<file path="src/hw/pdc_defines.vh">
/*
 register offsets, field positions, reset values and encodings of the pll divider
 and trigger output control block. assumes byte-wide registers on a simple port.
*/
`ifndef PDC_DEFINES_VH
`define PDC_DEFINES_VH
// ***********************************
// register offsets
// ***********************************
`define PDC_OFS_PRESCALER 8'h3d
`define PDC_OFS_LOOP_N 8'h3e
`define PDC_OFS_OSC_BIAS 8'h3f
`define PDC_OFS_EMPHASIS 8'h48
`define PDC_OFS_TRIGGER 8'h57
// ***********************************
// reset values
// ***********************************
`define PDC_RST_PRESCALER 8'h00
`define PDC_RST_LOOP_N 8'h20
`define PDC_RST_OSC_BIAS 8'h4f
`define PDC_RST_EMPHASIS 8'h00
`define PDC_RST_TRIGGER 8'h00
// ***********************************
// writable field masks, reserved bits stay zero
// ***********************************
`define PDC_MSK_PRESCALER 8'h0f
`define PDC_MSK_LOOP_N 8'h3f
`define PDC_MSK_OSC_BIAS 8'h7f
`define PDC_MSK_EMPHASIS 8'h0f
`define PDC_MSK_TRIGGER 8'h87
// ***********************************
// field positions
// ***********************************
`define PDC_TRIG_EN_BIT 7
`define PDC_SEL_UI16 3'h0
`define PDC_SEL_UI32 3'h1
`define PDC_SEL_UI64 3'h2
`define PDC_SEL_STAMP 3'h3
`define PDC_HALF_UI16 6'h07
`define PDC_HALF_UI32 6'h0f
`define PDC_HALF_UI64 6'h1f
// ***********************************
// prescaler terminal counts, ratio minus one
// ***********************************
`define PDC_VLAST_DIV5 3'h4
`define PDC_VLAST_DIV4 3'h3
`define PDC_VLAST_DIV3 3'h2
`define PDC_PLAST_DIV1 2'h0
`define PDC_PLAST_DIV2 2'h1
`define PDC_PLAST_DIV4 2'h3
`endif

</file>
<file path="src/hw/pdc_ctrl.v">
/*
 pll feedback divider configuration, lane pre-emphasis and trigger output logic.
 assumes a single-cycle byte register port on clk, the vco and serializer bit clock
 modelled as clk ticks, and software keeping the pll in reset while dividers change.
*/
// How it works
// - second prescaler: 1, 2, 4, 3 reserved
// - first prescaler: 5, 4, 3, 3 reserved
// - third divider by n, 1..63, reset 32
// - one pre-emphasis value drives all lanes
// - enable bit gates trigger buffer and divider
// - select 16/32/64 ui clock or timestamp
// - clock modes derive from serializer clock
`timescale 1ns/100ps
`include "pdc_defines.vh"
module pdc_ctrl #(
    parameter LANES = 8
) (
    // clock and reset
    input wire clk,
    input wire rst,
    // register port
    input wire reg_wr,
    input wire reg_rd,
    input wire [7:0] reg_addr,
    input wire [7:0] reg_wdata,
    output reg [7:0] reg_rdata,
    // pll model clocks and control
    input wire pll_hold_reset,
    output reg sample_clk_tick,
    output reg feedback_clk_tick,
    output wire [6:0] oscillator_bias_level,
    // serializer
    input wire ser_reinit,
    output wire [4*LANES-1:0] lane_preemphasis,
    // trigger output
    input wire timestamp_input,
    output reg trigger_output,
    output reg trigger_output_oe
);
    // ***********************************
    // register file
    // ***********************************
    reg [7:0] pll_loop_prescaler_ctrl_reg;
    reg [7:0] pll_loop_divider_n_reg;
    reg [7:0] oscillator_bias_level_ctrl_reg;
    reg [7:0] lane_emphasis_ctrl_reg;
    reg [7:0] trigger_out_ctrl_reg;
    reg [2:0] v_cnt_reg;
    reg [1:0] p_cnt_reg;
    reg [5:0] n_cnt_reg;
    reg [5:0] ui_cnt_reg;
    reg stamp_reg;
    wire trig_en;
    wire [2:0] trig_sel;
    reg [2:0] v_last;
    reg [1:0] p_last;
    reg [5:0] half_ui;
    wire v_wrap;
    wire p_wrap;
    wire n_wrap;
    wire ui_wrap;

    assign trig_en = trigger_out_ctrl_reg[`PDC_TRIG_EN_BIT];
    assign trig_sel = trigger_out_ctrl_reg[2:0];
    assign oscillator_bias_level = oscillator_bias_level_ctrl_reg[6:0];

    // writes store only defined bits; reserved bits read zero
    always @(posedge clk or posedge rst)
    begin
        if (rst)
        begin
            pll_loop_prescaler_ctrl_reg <= `PDC_RST_PRESCALER;
            pll_loop_divider_n_reg <= `PDC_RST_LOOP_N;
            oscillator_bias_level_ctrl_reg <= `PDC_RST_OSC_BIAS;
            lane_emphasis_ctrl_reg <= `PDC_RST_EMPHASIS;
            trigger_out_ctrl_reg <= `PDC_RST_TRIGGER;
        end
        else if (reg_wr)
        begin
            case (reg_addr)
                `PDC_OFS_PRESCALER:
                    pll_loop_prescaler_ctrl_reg <= reg_wdata & `PDC_MSK_PRESCALER;
                `PDC_OFS_LOOP_N:
                    pll_loop_divider_n_reg <= reg_wdata & `PDC_MSK_LOOP_N;
                `PDC_OFS_OSC_BIAS:
                    oscillator_bias_level_ctrl_reg <= reg_wdata & `PDC_MSK_OSC_BIAS;
                `PDC_OFS_EMPHASIS:
                    lane_emphasis_ctrl_reg <= reg_wdata & `PDC_MSK_EMPHASIS;
                `PDC_OFS_TRIGGER:
                    trigger_out_ctrl_reg <= reg_wdata & `PDC_MSK_TRIGGER;
                default: ;
            endcase
        end
    end

    // read data registered; unmapped offsets return zero
    always @(posedge clk or posedge rst)
    begin
        if (rst)
            reg_rdata <= 8'h00;
        else if (reg_rd)
        begin
            case (reg_addr)
                `PDC_OFS_PRESCALER: reg_rdata <= pll_loop_prescaler_ctrl_reg;
                `PDC_OFS_LOOP_N: reg_rdata <= pll_loop_divider_n_reg;
                `PDC_OFS_OSC_BIAS: reg_rdata <= oscillator_bias_level_ctrl_reg;
                `PDC_OFS_EMPHASIS: reg_rdata <= lane_emphasis_ctrl_reg;
                `PDC_OFS_TRIGGER: reg_rdata <= trigger_out_ctrl_reg;
                default: reg_rdata <= 8'h00;
            endcase
        end
    end

    // ***********************************
    // feedback divider chain
    // ***********************************
    // reserved codes fall back to the default ratio rather than stalling the loop
    always @*
    begin
        case (pll_loop_prescaler_ctrl_reg[1:0])
            2'h1: v_last = `PDC_VLAST_DIV4;
            2'h2: v_last = `PDC_VLAST_DIV3;
            default: v_last = `PDC_VLAST_DIV5;
        endcase
        case (pll_loop_prescaler_ctrl_reg[3:2])
            2'h1: p_last = `PDC_PLAST_DIV2;
            2'h2: p_last = `PDC_PLAST_DIV4;
            default: p_last = `PDC_PLAST_DIV1;
        endcase
    end

    assign v_wrap = (v_cnt_reg >= v_last);
    assign p_wrap = (p_cnt_reg >= p_last);
    // zero n is unsupported; treated as divide by one
    assign n_wrap = (n_cnt_reg + 6'h01 >= pll_loop_divider_n_reg[5:0]);

    // each stage advances only on its predecessor's output tick
    always @(posedge clk or posedge rst)
    begin
        if (rst)
        begin
            v_cnt_reg <= 3'h0;
            p_cnt_reg <= 2'h0;
            n_cnt_reg <= 6'h00;
            sample_clk_tick <= 1'b0;
            feedback_clk_tick <= 1'b0;
        end
        else if (pll_hold_reset)
        begin
            v_cnt_reg <= 3'h0;
            p_cnt_reg <= 2'h0;
            n_cnt_reg <= 6'h00;
            sample_clk_tick <= 1'b0;
            feedback_clk_tick <= 1'b0;
        end
        else
        begin
            v_cnt_reg <= v_wrap ? 3'h0 : v_cnt_reg + 3'h1;
            sample_clk_tick <= v_wrap && p_wrap;
            feedback_clk_tick <= 1'b0;
            if (v_wrap)
                p_cnt_reg <= p_wrap ? 2'h0 : p_cnt_reg + 2'h1;
            if (v_wrap && p_wrap)
            begin
                n_cnt_reg <= n_wrap ? 6'h00 : n_cnt_reg + 6'h01;
                feedback_clk_tick <= n_wrap;
            end
        end
    end

    // ***********************************
    // lane pre-emphasis
    // ***********************************
    genvar gi;
    generate
        for (gi = 0; gi < LANES; gi = gi + 1)
        begin : g_lane
            assign lane_preemphasis[4*gi+3:4*gi] = lane_emphasis_ctrl_reg[3:0];
        end
    endgenerate

    // ***********************************
    // trigger output
    // ***********************************
    always @*
    begin
        case (trig_sel)
            `PDC_SEL_UI32: half_ui = `PDC_HALF_UI32;
            `PDC_SEL_UI64: half_ui = `PDC_HALF_UI64;
            default: half_ui = `PDC_HALF_UI16;
        endcase
    end

    assign ui_wrap = (ui_cnt_reg >= half_ui);

    // clk stands for the serializer bit clock; reinit restarts the divider,
    // which glitches the output just as the real serializer would
    always @(posedge clk or posedge rst)
    begin
        if (rst)
        begin
            ui_cnt_reg <= 6'h00;
            stamp_reg <= 1'b0;
            trigger_output <= 1'b0;
            trigger_output_oe <= 1'b0;
        end
        else
        begin
            stamp_reg <= timestamp_input;
            trigger_output_oe <= trig_en;
            if (!trig_en || ser_reinit)
            begin
                ui_cnt_reg <= 6'h00;
                trigger_output <= 1'b0;
            end
            else if (trig_sel == `PDC_SEL_STAMP)
                trigger_output <= stamp_reg;
            else if (trig_sel <= `PDC_SEL_UI64)
            begin
                ui_cnt_reg <= ui_wrap ? 6'h00 : ui_cnt_reg + 6'h01;
                if (ui_wrap)
                    trigger_output <= ~trigger_output;
            end
            else
                trigger_output <= 1'b0; // reserved select idles low
        end
    end
endmodule // pdc_ctrl

</file>
<file path="config.mk">
export PLATFORM = sky130hd
export DESIGN_NAME = pdc_ctrl
export DESIGN_NICKNAME = d
export VERILOG_FILES = /design/src/hw/pdc_ctrl.v
export VERILOG_INCLUDE_DIRS = /design/src /design/src/hw
export SDC_FILE = /design/constraint.sdc
export NUM_CORES = 1
export LEC_CHECK = 0
export ABC_AREA = 1
export BUFFER_PORTS_ARGS = -buffer_cell sky130_fd_sc_hd__buf_2
export CAP_MARGIN = 15
export CORE_MARGIN = 2
export CORE_UTILIZATION = 35
export CTS_CLUSTER_SIZE = 12
export DETAILED_ROUTE_END_ITERATION = 6
export GPL_TIMING_DRIVEN = 0
export PLACE_DENSITY = 0.55
export SLEW_MARGIN = 30
export SYNTH_ARGS = -nofsm -noshare
export SYNTH_HDL_FRONTEND = slang
export SYNTH_SLANG_ARGS = --single-unit
</file>
<file path="constraint.sdc">
create_clock -name clk -period 2.5 [get_ports clk]
set_clock_uncertainty 0.05 [all_clocks]
set_input_delay 0.25 -clock clk [delete_from_list [all_inputs] [get_ports clk]]
set_output_delay 0.25 -clock clk [all_outputs]
set_load 0.02 [all_outputs]
</file>
==> results of run 1 <==
==> power groups by stage <==
stage	Clock (uW)	Combinational [uW]	Sequential [uW]
after floorplan	0	335	1060
after global placement	0	489	1040
after detailed placement	0	505	1040
after CTS	721	510	1020
after global routing	751	573	1040
final	701	500	1020
==> layout make-up <==
cell class                      count  area share (%)
Timing Repair Buffer               76           10.42
Buffer                             32           6.270
Clock inverter                      2           1.543
Multi-Input combinational cell    240           34.53
Clock buffer                        6           1.865
Tap cell                          108           3.473
Sequential cell                    55           35.56
Inverter                           65           6.334
==> per-stage QoR <==
step                instances  total power [uW]
floorplan                 392              1392
finish                    584              2223
global placement          573              1527
global route              584              2361
CTS                       584              2254
detailed placement        574              1546
==> layout by cell type (no fill, tap or decap), types with 6 or more instances in the layout <==
master and n:
nor2_2 7, buf_2 73, inv_1 62, a21oi_1 10
nand2_1 89, o21ai_0 18, nor2_1 21, o21ai_2 12
nand3_1 26, ha_1 18, dfrtp_1 49, nand2_2 7
buf_4 29, dfstp_2 6
==> routing by layer <==
metal / wire length, um / part of all wire (%)
met5: 0 / 0
met4: 92 / 1.4
met3: 303 / 4.5
met2: 3217 / 48
met1: 3139 / 46
==> critical path, stage by stage (launching register included) <==
cell and delay, ns:
dfrtp_1 0.42, nand3_1 0.12, nor3_1 0.20, xor2_1 0.25, ha_1 0.29, a21o_1 0.18, nor2_1 0.13, nand2_1 0.08
nor2_2 0.23, nand2_1 0.09, o21ai_0 0.10
==> kinds of logic after synthesis <==
kind of cell	Yosys count
fa+ha+maj	18
buf+inv	97
xor+xnor	7
flops	55
simple gates	165
compound gates	50
==> path summary, 6_finish.rpt <==
check                                         from                           endpoint  slack (ns)
max                                   n_cnt_reg[0]                       n_cnt_reg[3]        0.28
min                                   reg_wdata[6]  oscillator_bias_level_ctrl_reg[6]        0.09
max reg2reg                           n_cnt_reg[0]                       n_cnt_reg[3]        0.28
min reg2reg                trigger_out_ctrl_reg[7]                  trigger_output_oe        0.33
max in group asynchronous                      rst  oscillator_bias_level_ctrl_reg[2]        1.53
min in group asynchronous                      rst                     trigger_output        0.34
==> repair_timing <==
action / 4_1_cts / 5_1_grt
hold buffers: 2 / 0
hold endpoints to repair: 14 / 0
buffers inserted: 0 / 0
==> metrics.yaml, run 1 <==
sta:
  hold_viol_final: 0
  whs_ns: 0.08680
  setup_viol: 0
  timing.fmax_ghz: 0.4501
  worst_pin_slew_ns: 0.3869
  rsz0062_at_grt: "no"
  tns_ns: 0
  finalMaxSlewViolations: 0
  period_needed_ns: 2.222
  fin_ws_ns: 0.2781
  period_share_pct: 88.88
  relSlewSlack_pct: 74.21
logic_synthesis:
  netlist_instances: 392
  synthFlopType: "dfrtp_1"
  synth_edf_count: 0
  synthSimpleGateAreaFrac_pct: 23.00
  synth_commonest_cells: "89 x nand2_1, 63 x inv_1, 49 x dfrtp_1"
  synthMuxAreaShare_pct: 0
  ys_warn_count: 0
  ys_top_cells_by_area: "dfrtp_1 38%, nand2_1 10%, inv_1 7.4%"
  ys_ff_latch: 55
  async_flop_share_pct: 100.0
  ys_seq_area_share_pct: 43.04
  synth_xor_xnor_area_share_pct: 1.907
  yosysMostFrequentCell: "nand2_1"
  synth-compound-area-share_pct: 9.883
  synth_top_family_by_area: "simple AND/OR/NAND/NOR gates"
  syn_area_mm2: 0.003216
  synth.distinct_cells: 29
  avgSynthCellArea_um2: 8.203
  synth_nets: 433
  yosysTopAreaCellShare_pct: 38.13
  synth_fa_ha_area_share_pct: 7.004
  yosys.area.top_type: "dfrtp_1"
setup_path:
  worstSetupEndpointType: "register"
  startpoint_type: "register"
  crit_path_max_fanout: 6
  cp.required_ns: 2.67
  path_class: "register to register"
  rr_worst_depth: 10
  worstPathArrival_ns: 2.39
power_and_ir_drop:
  vdd_drop_max_v: 0.0002767
  combPwrFrac_pct: 22.5
  power.density_mw_per_mm2: 571.2
  p_leak_uw: 0.002173
  p_seq_share_pct: 46.0
  p_int_uw: 1564
  clkPwrFrac_pct: 31.6
  power_switching_share_pct: 29.64
  switching_power_uw: 658.7
place:
  place_congestion: 0.8333
  port_buffers: 73
  dpl.hpwl_um: 5371
  pre_cts_ws_ns: 0.2653
  placed_area_mm2: 0.003739
drt:
  dr.first_iter.drc_count: 53
  wl_per_cell_um: 11.56
  dr.pass1.iters: 4
  vias: 2628
  via_per_inst: 4.500
  drc: 0
  detail_route.wirelength_um: 6753
  ant_nets: 0
layout:
  area_growth_pct: 21.01
  multi_input_area_mm2: 0.001344
  largest_reg_flops: 8
  fin_util_pct: 44.19
  final_layout_size_suffix_gt1_share_pct: 31.72
  nFillCells: 891
  stdcell_area_mm2: 0.003891
  fin_nets: 516
  seq_area_mm2: 0.001384
  diodes: 0
global_route:
  use_met3_pct: 2.507
  grt_pass1_vias: 2543
  grt_max_degree: 43
  grtUsageTotal_pct: 14.42
  grt_antenna_before_repair: 0
  use_met2_pct: 25.05
  grt_first_pass_wirelength_um: 11700
  grt_use_met1_pct: 18.25
  busiest_layer: "met2"
  grt-ovfl-total: 0
clock_tree:
  clkSinkCount: 55
  cts_root_buf: "clkbuf_8"
  h-tree-depth: 2
  clk_pin_slew_ns: 0.11
  cts_tree: "done"
  cts_buffers: 5
  worstSkewPairLatency_ns: 0.31
  cts_resized: 0
  cts_buffer_depth: 2
die:
  start_util_pct: 36.52
  ios: 74
  die_width_um: 99.85
  die_area_mm2: 0.009970
  fp-row-count: 34
  core-area_mm2: 0.008806
  fp.dieH_um: 99.85
flow_run:
  maxCapViolations: 0
hold_path:
  min_delay_path_depth: 3
  hold_path.class: "primary input to register"
run_status:
  outcome: "finished clean"
No activity file was read; power rests on OpenSTA's default activity.
==> inputs of run 2 (changes only) <==
--- a/config.mk
+++ b/config.mk
@@ -10,11 +10,11 @@
 export BUFFER_PORTS_ARGS = -buffer_cell sky130_fd_sc_hd__buf_2
 export CAP_MARGIN = 15
 export CORE_MARGIN = 2
-export CORE_UTILIZATION = 35
+export CORE_UTILIZATION = 46
 export CTS_CLUSTER_SIZE = 12
 export DETAILED_ROUTE_END_ITERATION = 6
 export GPL_TIMING_DRIVEN = 0
-export PLACE_DENSITY = 0.55
+export PLACE_DENSITY = 0.69
 export SLEW_MARGIN = 30
 export SYNTH_ARGS = -nofsm -noshare
 export SYNTH_HDL_FRONTEND = slang
==> metrics.yaml, run 2 (synthesized netlist as in run 1, its figures left out) <==
run_status:
  outcome: "finished clean"  # unchanged
drt:
  wl_per_cell_um: 11.51  # was 11.56 um
  dr.first_iter.drc_count: 89  # was 53
  dr.pass1.iters: 4  # unchanged
  drc: 0  # unchanged
  via_per_inst: 4.596  # was 4.500
  detail_route.wirelength_um: 6583  # was 6753 um
  ant_nets: 0  # unchanged
  vias: 2629  # was 2628
sta:
  fin_ws_ns: 0.3089  # was 0.2781 ns
  setup_viol: 0  # unchanged
  period_share_pct: 87.64  # was 88.88%
  period_needed_ns: 2.191  # was 2.222 ns
  worst_pin_slew_ns: 0.3818  # was 0.3869 ns
  tns_ns: 0  # unchanged
  finalMaxSlewViolations: 0  # unchanged
  whs_ns: 0.09280  # was 0.08680 ns
  rsz0062_at_grt: "no"  # unchanged
  hold_viol_final: 0  # unchanged
  relSlewSlack_pct: 74.55  # was 74.21%
  timing.fmax_ghz: 0.4564  # was 0.4501 GHz
place:
  placed_area_mm2: 0.003724  # was 0.003739 mm^2
  place_congestion: 0.8136  # was 0.8333
  port_buffers: 73  # unchanged
  pre_cts_ws_ns: 0.3269  # was 0.2653 ns
  dpl.hpwl_um: 5240  # was 5371 um
die:
  fp-row-count: 30  # was 34
  die_area_mm2: 0.007676  # was 0.009970 mm^2
  start_util_pct: 47.33  # was 36.52%
  die_width_um: 87.61  # was 99.85 um
  ios: 74  # unchanged
  fp.dieH_um: 87.61  # was 99.85 um
  core-area_mm2: 0.006794  # was 0.008806 mm^2
layout:
  stdcell_area_mm2: 0.003829  # was 0.003891 mm^2
  final_layout_size_suffix_gt1_share_pct: 31.72  # unchanged
  fin_nets: 516  # unchanged
  final_cell_mix: "89 x nand2_1, 73 x buf_2, 62 x inv_1, 49 x dfrtp_1, 29 x buf_4"  # unchanged
  diodes: 0  # unchanged
  final_common_cell: "nand2_1"  # unchanged
  area_growth_pct: 19.07  # was 21.01%
  largest_reg_flops: 8  # unchanged
clock_tree:
  cts_buffers: 5  # unchanged
  clkSinkCount: 55  # unchanged
  cts_root_buf: "clkbuf_8"  # unchanged
  clk_pin_slew_ns: 0.10  # was 0.11 ns
  worstSkewPairLatency_ns: 0.31  # about the same
  cts_tree: "done"  # unchanged
  cts_buffer_depth: 2  # unchanged
  h-tree-depth: 2  # unchanged
  cts_setup_buffers: 0  # unchanged
global_route:
  grtUsageTotal_pct: 18.13  # was 14.42%
  grt_max_degree: 44  # was 43
  grt_first_pass_wirelength_um: 11210  # was 11700 um
  grt-ovfl-total: 0  # unchanged
  grt_antenna_before_repair: 0  # unchanged
  grt_pass1_vias: 2510  # was 2543
setup_path:
  startpoint_type: "register"  # unchanged
  cp.required_ns: 2.67  # about the same
  path_class: "register to register"  # unchanged
  crit_path_max_fanout: 6  # unchanged
  worstPathArrival_ns: 2.36  # was 2.39 ns
  worstSetupEndpointType: "register"  # unchanged
hold_path:
  hold_path.class: "primary input to register"  # unchanged
power_and_ir_drop:
  power.density_mw_per_mm2: 525.1  # was 571.2 mW/mm^2
  vdd_drop_max_v: 0.0002501  # was 0.0002767 V
  p_leak_uw: 0.002148  # was 0.002173 uW
flow_run:
  maxCapViolations: 0  # unchanged
==> run 2: changes by cell type in the layout (fill, tap and decap cells not counted) <==
| cell | change |
|---|---|
| clkinvlp_4 | +1 |
| bufinv_16 | -2 |
| clkinv_2 | +1 |
==> run 2: layer usage <==
layer	up-vias	track usage, %	share of wire [%]
li1	1375	-	-
met1	1176	22.20	46
met2	71	33.40	48
met3	7	2.922	4.6
met4	0	4.196	1.0
met5	-	0	0
==> run 2: final cells by class <==
type / instances / area, um^2
inverter: 65 / 246.5
tap: 96 / 120.1
multi-input combinational: 240 / 1344
sequential: 55 / 1384
timing repair buffer: 76 / 405.4
clock inverter: 2 / 12.51
fill: 636 / 2965
buffer: 32 / 244.0
clock buffer: 6 / 72.57
==> run 2: critical path, stage by stage (launching register included) <==
cell	delay, ns
dfrtp_1	0.41
nand3_1	0.13
nor3_1	0.19
xor2_1	0.26
ha_1	0.29
a21o_1	0.18
nor2_1	0.14
nand2_1	0.08
nor2_2	0.21
nand2_1	0.08
o21ai_0	0.09
==> run 2: through the flow <==
stage          power [uW]  cells  utilization, %
4_1_cts              2033    572           56.35
3_3_place_gp         1521    561           54.48
5_1_grt              2140    572           56.35
6_report             2010    572           56.35
3_5_place_dp         1547    562           54.81
2_1_floorplan        1392    392               -
==> run 2: path summary, 6_finish.rpt <==
kind	startpoint	to	slack, ns	cells after the start
max	n_cnt_reg[2]	n_cnt_reg[3]	0.31	10
min	reg_wdata[6]	oscillator_bias_level_ctrl_reg[6]	0.09	3
max reg2reg	n_cnt_reg[2]	n_cnt_reg[3]	0.31	10
min reg2reg	trigger_out_ctrl_reg[7]	trigger_output_oe	0.34	0
max in group asynchronous	rst	oscillator_bias_level_ctrl_reg[6]	1.54	4
min in group asynchronous	rst	n_cnt_reg[0]	0.35	3
==> run 2: timing repair <==
item                      in CTS  in global routing
hold endpoints to repair      12                  0
resized for setup              0                  0
hold buffers                   2                  0
==> run 2: power by group <==
part / leakage (uW) / switching [uW] / internal, uW
clock network: 0.0000412 / 287 / 197
registers: 0.000713 / 57.8 / 964
logic: 0.00139 / 305 / 201
total: 0.00215 / 649 / 1360
